### src/design/afc_pkg.sv
package afc_pkg;

	// ****************************************
	// Framing constants
	// ****************************************
	localparam logic [7:0] START_DELIM  = 8'h7e; // Frame start
	localparam logic [7:0] ESC_BYTE     = 8'h7d; // Escape marker
	localparam logic [7:0] XON_BYTE     = 8'h11; // Flow-control byte
	localparam logic [7:0] XOFF_BYTE    = 8'h13; // Flow-control byte
	localparam logic [7:0] ESC_XOR      = 8'h20; // Escape flip mask
	localparam logic [7:0] CSUM_GOOD    = 8'hff; // Valid running sum
	localparam logic [7:0] CSUM_BASE    = 8'hff; // Checksum minuend
	localparam logic [7:0] STAT_TYPE    = 8'h8a; // Status frame type
	localparam logic [7:0] STAT_BADSUM  = 8'h01; // Checksum failure
	localparam logic [7:0] STAT_ABORT   = 8'h02; // Frame aborted
	localparam logic [15:0] STAT_LEN    = 16'h0002; // Status payload size

	// ****************************************
	// Modes
	// ****************************************
	localparam logic [1:0] MODE_TRANSP  = 2'h0; // Passthrough
	localparam logic [1:0] MODE_FRAMED  = 2'h1; // Framed
	localparam logic [1:0] MODE_ESCAPED = 2'h2; // Framed with escapes

	// Byte with a last-of-frame mark
	typedef struct packed {
		logic [7:0] data; // Byte value
		logic       last; // Final byte of frame
	} afc_beat_s;

endpackage

### src/design/afc_fifo.sv
`timescale 1ns/10ps
module afc_fifo #(
	parameter int WIDTH = 9,
	parameter int DEPTH = 8
) (
	// Clock and reset
	input  wire logic             clk,
	input  wire logic             rstn,
	// Fill side
	input  wire logic             in_valid,
	output logic                  in_ready,
	input  wire logic [WIDTH-1:0] in_data,
	// Drain side
	output logic                  out_valid,
	input  wire logic             out_ready,
	output logic      [WIDTH-1:0] out_data
);
	localparam int AW = $clog2(DEPTH);

	logic [WIDTH-1:0] mem_q [DEPTH];    // Storage
	logic [AW-1:0]    wr_q, wr_d;       // Write index
	logic [AW-1:0]    rd_q, rd_d;       // Read index
	logic [AW:0]      cnt_q, cnt_d;     // Fill level
	logic             push, pop;        // Transfers

	assign in_ready  = (cnt_q != (AW+1)'(DEPTH));
	assign out_valid = (cnt_q != '0);
	assign out_data  = mem_q[rd_q];
	assign push      = in_valid && in_ready;
	assign pop       = out_valid && out_ready;

	// Index arithmetic with wrap at depth
	always_comb
	begin
		wr_d  = wr_q;
		rd_d  = rd_q;
		cnt_d = cnt_q;
		if (push)
			wr_d = (wr_q == AW'(DEPTH-1)) ? '0 : wr_q + 1'b1;
		if (pop)
			rd_d = (rd_q == AW'(DEPTH-1)) ? '0 : rd_q + 1'b1;
		if (push && !pop)
			cnt_d = cnt_q + 1'b1;
		else if (pop && !push)
			cnt_d = cnt_q - 1'b1;
	end

	// Registers
	always_ff @(posedge clk)
	begin
		if (!rstn)
		begin
			wr_q  <= '0;
			rd_q  <= '0;
			cnt_q <= '0;
		end
		else
		begin
			wr_q  <= wr_d;
			rd_q  <= rd_d;
			cnt_q <= cnt_d;
		end
		if (push)
			mem_q[wr_q] <= in_data;
	end

endmodule

### src/design/afc_codec.sv
// Operation
// - Modes: transparent default, framed, framed escaped
// - Framed packets flow both directions
// - 0x7E delimiter starts every frame
// - Drop bytes before delimiter silently
// - Two-byte big-endian data length
// - First data byte is frame type
// - Multi-byte values sent MSB first
// - Checksum is 0xFF minus data sum
// - Accept when data plus checksum sums 0xFF
// - Bad checksum frame data not delivered; here only its last byte is withheld
// - Bad frame triggers status frame back
// - In escaped mode, unescaped 0x7E aborts, restarts frame
// - Escape 7E, 7D, 11, 13 after delimiter
// - Escape is 0x7D then byte xor 0x20
// - Length, checksum use unescaped values
`timescale 1ns/10ps
module afc_codec #(
	parameter int FIFO_DEPTH = 8
) (
	// Clock and reset
	input  wire logic       clk,
	input  wire logic       rstn,
	// Mode select
	input  wire logic [1:0] framing_mode_select,
	// Serial-side receive bytes (from host)
	input  wire logic       ser_rx_valid,
	input  wire logic [7:0] ser_rx_data,
	// Serial-side transmit bytes (to host)
	output logic            ser_tx_valid,
	input  wire logic       ser_tx_ready,
	output logic      [7:0] ser_tx_data,
	// Unframed payload to device core
	output logic            rx_valid,
	input  wire logic       rx_ready,
	output logic      [7:0] rx_data,
	output logic            rx_last,
	output logic            rx_good,
	output logic            rx_bad,
	// Payload from device core to frame
	input  wire logic       tx_valid,
	output logic            tx_ready,
	input  wire logic [7:0] tx_data,
	input  wire logic       tx_last
);

	// ****************************************
	// Receive framer
	// ****************************************
	typedef enum logic [2:0] {
		RX_HUNT, RX_LEN_HI, RX_LEN_LO, RX_DATA, RX_SUM
	} afc_rx_e;

	// Beat carrier shared with the delivery FIFO
	typedef afc_pkg::afc_beat_s afc_beat_s;

	afc_rx_e    rs_q, rs_d;          // Receive state
	logic [15:0] rlen_q, rlen_d;     // Bytes left
	logic [7:0]  rsum_q, rsum_d;     // Running sum
	logic        resc_q, resc_d;     // Escape pending
	logic        rbuf_v_q, rbuf_v_d; // Held byte waits
	logic [7:0]  rbuf_q, rbuf_d;     // Held data byte
	logic        good_q, good_d;     // Good pulse
	logic        bad_q, bad_d;       // Bad pulse
	logic        st_req_q, st_req_d; // Status wanted
	logic [7:0]  st_code_q, st_code_d; // Status reason
	logic        fifo_in_v;          // Push to delivery FIFO
	logic        fifo_in_rdy;        // FIFO room
	afc_beat_s   fifo_in;            // Delivered beat
	afc_beat_s   fifo_out;           // Drained beat
	logic        framed;             // Any framed mode
	logic        escmode;            // Escaping mode
	logic        rx_take;            // Byte accepted
	logic [7:0]  rb;                 // Unescaped byte
	logic        rb_ok;              // Byte counts
	logic        st_ack;             // Status request taken

	assign framed  = framing_mode_select != afc_pkg::MODE_TRANSP;
	assign escmode = framing_mode_select == afc_pkg::MODE_ESCAPED;
	// Host bytes have no back-pressure; a full FIFO loses the byte
	assign rx_take = ser_rx_valid;

	// Receive decode and checksum
	always_comb
	begin
		rs_d      = rs_q;
		rlen_d    = rlen_q;
		rsum_d    = rsum_q;
		resc_d    = resc_q;
		rbuf_v_d  = rbuf_v_q;
		rbuf_d    = rbuf_q;
		good_d    = 1'b0;
		bad_d     = 1'b0;
		// A new request below wins over the transmitter's clear
		st_req_d  = st_req_q && !st_ack;
		st_code_d = st_code_q;
		fifo_in_v = 1'b0;
		fifo_in   = '{data: ser_rx_data, last: 1'b0};
		rb        = ser_rx_data;
		rb_ok     = 1'b1;
		// Unescape: drop 0x7D, flip the next byte
		if (escmode && resc_q)
			rb = ser_rx_data ^ afc_pkg::ESC_XOR;
		if (escmode && !resc_q && ser_rx_data == afc_pkg::ESC_BYTE)
			rb_ok = 1'b0;
		if (!framed)
		begin
			// Transparent passthrough
			rs_d      = RX_HUNT;
			fifo_in_v = rx_take;
			fifo_in   = '{data: ser_rx_data, last: 1'b1};
		end
		else if (rx_take)
		begin
			if (escmode && !resc_q
				&& ser_rx_data == afc_pkg::START_DELIM)
			begin
				// Unescaped delimiter restarts reception
				if (rs_q != RX_HUNT)
				begin
					st_req_d  = 1'b1;
					st_code_d = afc_pkg::STAT_ABORT;
					bad_d     = rbuf_v_q;
				end
				rbuf_v_d = 1'b0;
				rs_d     = RX_LEN_HI;
				resc_d   = 1'b0;
			end
			else if (!rb_ok)
				resc_d = 1'b1;
			else
			begin
				resc_d = 1'b0;
				case (rs_q)
					RX_HUNT:
						// Leading junk is dropped
						if (ser_rx_data == afc_pkg::START_DELIM)
							rs_d = RX_LEN_HI;
					RX_LEN_HI:
					begin
						rlen_d[15:8] = rb;
						rs_d         = RX_LEN_LO;
					end
					RX_LEN_LO:
					begin
						rlen_d[7:0] = rb;
						rsum_d      = '0;
						rs_d        = (rlen_q[15:8] == '0 && rb == '0)
							? RX_SUM : RX_DATA;
					end
					RX_DATA:
					begin
						// Hold one byte so the last can be flagged
						rsum_d = rsum_q + rb;
						rlen_d = rlen_q - 16'h0001;
						if (rbuf_v_q)
						begin
							fifo_in_v = 1'b1;
							fifo_in   = '{data: rbuf_q, last: 1'b0};
						end
						rbuf_d   = rb;
						rbuf_v_d = 1'b1;
						if (rlen_q == 16'h0001)
							rs_d = RX_SUM;
					end
					default:
					begin
						// Checksum decides release of the held byte
						rs_d     = RX_HUNT;
						rbuf_v_d = 1'b0;
						if (8'(rsum_q + rb) == afc_pkg::CSUM_GOOD)
						begin
							fifo_in_v = rbuf_v_q;
							fifo_in   = '{data: rbuf_q, last: 1'b1};
							good_d    = 1'b1;
						end
						else
						begin
							bad_d     = 1'b1;
							st_req_d  = 1'b1;
							st_code_d = afc_pkg::STAT_BADSUM;
						end
					end
				endcase
			end
		end
	end

	// Receive registers
	always_ff @(posedge clk)
	begin
		if (!rstn)
		begin
			rs_q      <= RX_HUNT;
			rlen_q    <= '0;
			rsum_q    <= '0;
			resc_q    <= 1'b0;
			rbuf_v_q  <= 1'b0;
			rbuf_q    <= '0;
			good_q    <= 1'b0;
			bad_q     <= 1'b0;
			st_req_q  <= 1'b0;
			st_code_q <= '0;
		end
		else
		begin
			rs_q      <= rs_d;
			rlen_q    <= rlen_d;
			rsum_q    <= rsum_d;
			resc_q    <= resc_d;
			rbuf_v_q  <= rbuf_v_d;
			rbuf_q    <= rbuf_d;
			good_q    <= good_d;
			bad_q     <= bad_d;
			st_req_q  <= st_req_d;
			st_code_q <= st_code_d;
		end
	end

	// Delivery FIFO toward the core
	afc_fifo #(.WIDTH($bits(afc_beat_s)), .DEPTH(FIFO_DEPTH)) u_fifo (
		.clk       (clk),
		.rstn      (rstn),
		.in_valid  (fifo_in_v),
		.in_ready  (fifo_in_rdy),
		.in_data   (fifo_in),
		.out_valid (rx_valid),
		.out_ready (rx_ready),
		.out_data  (fifo_out)
	);
	assign rx_data = fifo_out.data;
	assign rx_last = fifo_out.last;
	assign rx_good = good_q;
	assign rx_bad  = bad_q;

	// ****************************************
	// Transmit framer
	// ****************************************
	typedef enum logic [2:0] {
		TX_IDLE, TX_DELIM, TX_LEN_HI, TX_LEN_LO, TX_DATA, TX_SUM
	} afc_tx_e;

	afc_tx_e     ts_q, ts_d;         // Transmit state
	logic [7:0]  tbuf_q [256];       // Outgoing payload
	logic [7:0]  tcnt_q, tcnt_d;     // Bytes collected/sent
	logic [7:0]  tidx_q, tidx_d;     // Send index
	logic [7:0]  tsum_q, tsum_d;     // Outgoing sum
	logic        tesc_q, tesc_d;     // Second half of escape
	logic        tstat_q, tstat_d;   // Sending a status frame
	logic        col;                // Collecting payload
	logic [7:0]  traw;               // Byte before escaping
	logic        tneed;              // Byte needs escaping
	logic        tadv;               // Byte fully sent
	logic [15:0] tlen;               // Length field

	assign col      = ts_q == TX_IDLE && !st_req_q && framed;
	// Transparent mode hands the host's ready straight to the core
	assign tx_ready = framed ? col : ser_tx_ready;
	assign tlen     = tstat_q ? afc_pkg::STAT_LEN : {8'h00, tcnt_q};
	assign st_ack   = ts_q == TX_IDLE && st_req_q;

	// Unescaped byte for the current field
	always_comb
	begin
		case (ts_q)
			TX_LEN_HI: traw = tlen[15:8];
			TX_LEN_LO: traw = tlen[7:0];
			TX_DATA:
				if (tstat_q)
					traw = (tidx_q == '0) ? afc_pkg::STAT_TYPE
						: st_code_q;
				else
					traw = tbuf_q[tidx_q];
			TX_SUM:    traw = afc_pkg::CSUM_BASE - tsum_q;
			default:   traw = afc_pkg::START_DELIM;
		endcase
	end

	assign tneed = escmode && ts_q != TX_DELIM && ts_q != TX_IDLE
		&& (traw == afc_pkg::START_DELIM || traw == afc_pkg::ESC_BYTE
		|| traw == afc_pkg::XON_BYTE || traw == afc_pkg::XOFF_BYTE);
	assign ser_tx_valid = framed ? ts_q != TX_IDLE
		: (tx_valid && ts_q == TX_IDLE);
	assign ser_tx_data  = !framed ? tx_data
		: (tneed && !tesc_q) ? afc_pkg::ESC_BYTE
		: tneed ? (traw ^ afc_pkg::ESC_XOR) : traw;
	assign tadv = ser_tx_valid && ser_tx_ready && (!tneed || tesc_q);

	// Transmit sequencing
	always_comb
	begin
		ts_d    = ts_q;
		tcnt_d  = tcnt_q;
		tidx_d  = tidx_q;
		tsum_d  = tsum_q;
		tstat_d = tstat_q;
		tesc_d  = tesc_q;
		if (ser_tx_valid && ser_tx_ready && tneed)
			tesc_d = !tesc_q;
		case (ts_q)
			TX_IDLE:
				if (st_ack)
				begin
					tstat_d = 1'b1;
					ts_d    = TX_DELIM;
				end
				else if (col && tx_valid)
				begin
					tcnt_d = tcnt_q + 8'h01;
					if (tx_last)
						ts_d = TX_DELIM;
				end
			TX_DELIM:  if (tadv) ts_d = TX_LEN_HI;
			TX_LEN_HI: if (tadv) ts_d = TX_LEN_LO;
			TX_LEN_LO:
				if (tadv)
				begin
					ts_d   = TX_DATA;
					tidx_d = '0;
					tsum_d = '0;
				end
			TX_DATA:
				if (tadv)
				begin
					tsum_d = tsum_q + traw;
					tidx_d = tidx_q + 8'h01;
					if (tidx_q + 8'h01 == tlen[7:0])
						ts_d = TX_SUM;
				end
			default:
				if (tadv)
				begin
					ts_d    = TX_IDLE;
					// A status frame leaves a half-collected payload intact
					if (!tstat_q)
						tcnt_d = '0;
					tstat_d = 1'b0;
				end
		endcase
	end

	// Transmit registers
	always_ff @(posedge clk)
	begin
		if (!rstn)
		begin
			ts_q    <= TX_IDLE;
			tcnt_q  <= '0;
			tidx_q  <= '0;
			tsum_q  <= '0;
			tesc_q  <= 1'b0;
			tstat_q <= 1'b0;
		end
		else
		begin
			ts_q    <= ts_d;
			tcnt_q  <= tcnt_d;
			tidx_q  <= tidx_d;
			tsum_q  <= tsum_d;
			tesc_q  <= tesc_d;
			tstat_q <= tstat_d;
		end
		if (col && tx_valid)
			tbuf_q[tcnt_q] <= tx_data;
	end

	// ****************************************
	// Checks
	// ****************************************
	chk_good_sum: assert property (@(posedge clk) disable iff (!rstn)
		rx_take && framed && rs_q == RX_SUM && rb_ok && !good_d
		&& !(escmode && !resc_q && ser_rx_data == afc_pkg::START_DELIM)
		|-> 8'(rsum_q + rb) != afc_pkg::CSUM_GOOD)
		else $error("good sum not accepted");
	chk_bad_status: assert property (@(posedge clk) disable iff (!rstn)
		bad_q && rs_q == RX_HUNT |-> st_req_q)
		else $error("bad frame without status");
	chk_hunt_drop: assert property (@(posedge clk) disable iff (!rstn)
		framed && rs_q == RX_HUNT |-> !fifo_in_v)
		else $error("byte delivered while hunting");
	chk_esc_out: assert property (@(posedge clk) disable iff (!rstn)
		ser_tx_valid && ser_tx_ready && tneed && !tesc_q
		|=> ser_tx_data == ($past(traw) ^ afc_pkg::ESC_XOR))
		else $error("escape pair wrong");
	chk_no_raw_res: assert property (@(posedge clk) disable iff (!rstn)
		escmode && ser_tx_valid && ts_q != TX_DELIM
		|-> ser_tx_data != afc_pkg::START_DELIM)
		else $error("raw delimiter inside frame");
	chk_delim_first: assert property (@(posedge clk) disable iff (!rstn)
		framed && ts_q == TX_DELIM && ser_tx_valid
		|-> ser_tx_data == afc_pkg::START_DELIM)
		else $error("frame not opened by delimiter");
	chk_abort: assert property (@(posedge clk) disable iff (!rstn)
		escmode && rx_take && !resc_q
		&& ser_rx_data == afc_pkg::START_DELIM |=> rs_q == RX_LEN_HI)
		else $error("delimiter did not restart");
	chk_bad_nodata: assert property (@(posedge clk) disable iff (!rstn)
		bad_d |-> !(fifo_in_v && fifo_in.last))
		else $error("bad frame delivered last byte");
	cov_good: cover property (@(posedge clk) good_q);
	cov_bad: cover property (@(posedge clk) bad_q);
	cov_esc: cover property (@(posedge clk) tneed && tesc_q);
	cov_stat: cover property (@(posedge clk) st_ack);

endmodule

### config.mk
export PLATFORM = sky130hd
export DESIGN_NAME = afc_codec
export DESIGN_NICKNAME = d
export VERILOG_FILES = /design/src/design/afc_pkg.sv /design/src/design/afc_fifo.sv /design/src/design/afc_codec.sv
export SDC_FILE = /design/constraint.sdc
export NUM_CORES = 2
export LEC_CHECK = 0
export BUFFER_PORTS_ARGS = -buffer_cell sky130_fd_sc_hd__buf_2
export CORE_UTILIZATION = 50
export DETAILED_ROUTE_END_ITERATION = 10
export HOLD_SLACK_MARGIN = 0.03
export MAX_ROUTING_LAYER = met4
export PLACE_DENSITY = 0.71
export SYNTH_ARGS = -nofsm -noshare
export SYNTH_HDL_FRONTEND = slang
export SYNTH_HIERARCHICAL = 1
export SYNTH_SLANG_ARGS = --single-unit
### constraint.sdc
create_clock -name clk -period 7.5 [get_ports clk]
set_input_delay 0.75 -clock clk [delete_from_list [all_inputs] [get_ports clk]]
set_output_delay 0.75 -clock clk [all_outputs]
set_load 0.05 [all_outputs]
==> run metrics <==
Die Y 423 um; pin count of the biggest net entering global routing 193; Area growth, synth to finish 11.1%; initial DRC count 7791; post-route cell area 0.0985 sq mm; CTS root buf clkbuf_16; Fmax 0.131 GHz; syn_nets 4706; first-pass GRT wire length 356 mm; unrepaired setup endpoints after global routing false; Max VDD drop 0.000221 V; pre-CTS WS 0.499 ns; switching share of total power 22.0%; most frequent cell after synthesis edfxtp_1; yosys warns 6; Reg power frac 53.7%; Startpoint Class flip-flop; initial core utilization 50.3%; Die W 423 um; Setup TNS Final -0.109 ns; outcome finished, violations left; synth unique cells 99; combinational share of power 4.6%; die area 0.179 sq mm; Core Region 0.176 sq mm; post-synth top area cell edfxtp_1; # Max-Cap Violations 0; crit path max fanout 29; Tmin final 7.61 ns; Bufs on Longest Clock Path 3; vias per std cell 6.70; Layout Nets 4823; Post-synth EDFFs 2120; CTS sink count 2212; clock skew 0.0579 ns; I/O Buffers 46; CTS buffer count 207; post-route non-filler standard cell count 7295; Cell Int Power 0.0198 W; crit-path cells buf_4 > nor2b_1 > a221oi_1 > o211ai_1 > o21ai_0 > a211oi_1 > o211ai_1 > inv_2 > nand4_1 > o31ai_4 > and2_1 > nor2_1 > o31ai_1 > buf_2; final worst path period share 101%; synth top area cells edfxtp_1 (72%), mux4_2 (12%), mux2i_1 (2.2%); # IOs 47; Netlist Area Pre-Place 0.0886 sq mm; vias in the first global route 46.5k; crit path DAT 6.86 ns; pwr/cell area 258 mW/mm^2; Leak 29.8 nW; Worst setup EP type output pin; register area share after synthesis 73.9%; top_reg_cell synth edfxtp_1; detailed-router iteration count before antenna repair 7; Avg WL per Cell 35.0 um; commonest cells in the synthesized netlist edfxtp_1 (2120), mux4_2 (470), nor2_1 (386), mux2i_1 (196), nand2_1 (192); detailed placer's ending HPWL 157 mm; final setup vio count 1; GPL Wtd Cong 0.931; placed inst area 0.0915 sq mm; GRT Overall Usage 29.2%; clock network fraction of total power 41.7%; WS Path Type flip-flop to output pin; CTS H-tree depth 4; critical path's largest stage delay 0.89 ns; Max transition margin 7.00%; row count 154; Synth Register Bits 2212; Slew @ Worst Pin 1.39 ns; Avg Cell Area, Syn 19.1 sq um; Clock Latency Late Sink 0.89 ns; layout cell share with drive strength beyond 1 21.0%; post-synth top area share 71.8%; setup ws final -0.109 ns; CTS tree yes; crit path buf inv count 3; Post-Synthesis Cells 4649; dpl cells 6893; # DRC 0; initial antenna violation count 9; CP most frequent cell o211ai_1; total congestion overflow 0; DRT Wirelength 255 mm; cell family with most CP delay compound AO/OA/AOI/OAI gates; final hold violation count 0; routed vias 48.9k; clk slew on worst S/H paths 0.06 ns; Hold WS 0.209 ns; Slew Viols, Final 0; Critical Path Slowest Stage Cell dfxtp_4; post-route ant nets 0; Async SR Flop Fraction 0%; violated checks setup timing; Tightest Hold Check Type primary input to flip-flop; Required @ worst endpoint 6.75 ns; NetSw 0.00557 W
## metal layers
layer	vias to the layer above	track usage, %	routed length [um]
li1	19200	-	-
met1	25300	39.5	96000
met2	3674	41.9	116000
met3	621	7.82	31700
met4	0	12.6	12000
met5	-	-	0
## registers in the layout, indices dropped and copies added, names as in the netlist, 4 cells and up, named ones only
register / cells
tbuf_q: 2048
u_fifo/mem_q: 72
rlen_q: 16
rbuf_q: 8
rsum_q: 8
tcnt_q: 8
tidx_q: 8
tsum_q: 8
u_fifo/cnt_q: 4
## stage by stage
step | util [%] | power (W)
3_5_place_dp | 52.0 | 0.0150
6_report | 55.9 | 0.0254
2_1_floorplan | - | 0.0145
5_1_grt | 55.9 | 0.0259
3_3_place_gp | 52.0 | 0.0150
4_1_cts | 55.9 | 0.0254
## final timing paths
check                              start                endpoint  slack, ns  depth (start not counted)
setup / recovery               flip-flop          ser_tx_data[5]      -0.11                         14
hold / removal              ser_rx_valid       rx_bad$_SDFF_PN0_       0.21                          2
setup reg to reg               flip-flop  tsum_q[7]$_SDFFE_PN0N_       1.23                         20
hold reg to reg   rbuf_q[6]$_SDFFE_PN0P_  rbuf_q[6]$_SDFFE_PN0P_       0.46                          2
## cells by family after synthesis
group / synth area share, %
fa+ha+maj: 0.477
buf+inv: 1.97
simple gates: 4.35
flops: 73.9
mux: 15.1
compound gates: 3.92
xor+xnor: 0.287
## power by group through the flow
stage	clock [W]	combinational, W	sequential [W]
after floorplan	0	0.000696	0.0139
after global placement	0	0.00111	0.0139
after detailed placement	0	0.00114	0.0139
after CTS	0.0106	0.00114	0.0136
after global routing	0.0111	0.00122	0.0136
final	0.0106	0.00117	0.0136
## repair_timing
| action | in CTS | in global routing |
|---|---|---|
| hold buffers | 0 | 0 |
| gates resized for setup | 2 | 1 |
| setup buffers | 3 | 1 |
| endpoints found under the setup margin | 5 | 1 |
| pin swaps | 0 | 0 |
## layout make-up
| cell class | instances | area (sq um) |
|---|---|---|
| Antenna cell | 15 | 37.5 |
| Clock buffer | 250 | 5380 |
| Clock inverter | 133 | 1410 |
| Fill cell | 13000 | 77600 |
| Inverter | 36 | 138 |
| Multi-Input combinational cell | 2127 | 21500 |
| Sequential cell | 2212 | 65500 |
| Tap cell | 2340 | 2930 |
| Timing Repair Buffer | 182 | 1590 |
## placed cells by master (no fill, tap or decap), types with 11 or more instances in the layout
| cell | synthesis | routed |
|---|---|---|
| edfxtp_1 | 2120 | 2120 |
| mux4_2 | 470 | 470 |
| nor2_1 | 386 | 382 |
| clkbuf_16 | 0 | 209 |
| mux2i_1 | 196 | 196 |
| nand2_1 | 192 | 192 |
| buf_4 | 24 | 114 |
| a22oi_1 | 108 | 108 |
| a21oi_1 | 105 | 105 |
| dfxtp_1 | 92 | 84 |
| nand3_1 | 59 | 59 |
| o21ai_0 | 55 | 55 |
| clkinv_2 | 0 | 43 |
| clkinv_1 | 3 | 41 |
| clkbuf_1 | 127 | 41 |
| buf_2 | 61 | 38 |
| nand2b_1 | 31 | 31 |
| a31oi_1 | 31 | 31 |
| inv_1 | 30 | 30 |
| o22ai_1 | 30 | 30 |
| nor3_1 | 33 | 29 |
| ha_1 | 29 | 29 |
| mux2_2 | 28 | 28 |
| nor2b_1 | 32 | 28 |
| a211oi_1 | 22 | 22 |
| bufinv_16 | 0 | 22 |
| and2_1 | 22 | 21 |
| o221ai_1 | 21 | 21 |
| buf_12 | 2 | 21 |
| xnor2_1 | 18 | 18 |
| mux4_1 | 18 | 18 |
| a22o_1 | 17 | 17 |
| nand4_1 | 16 | 16 |
| diode_2 | 0 | 15 |
| nor4_1 | 14 | 14 |
| a221oi_1 | 12 | 12 |
| or3_1 | 12 | 12 |
| xor2_1 | 11 | 11 |
No activity file was read; power rests on OpenSTA's default activity.
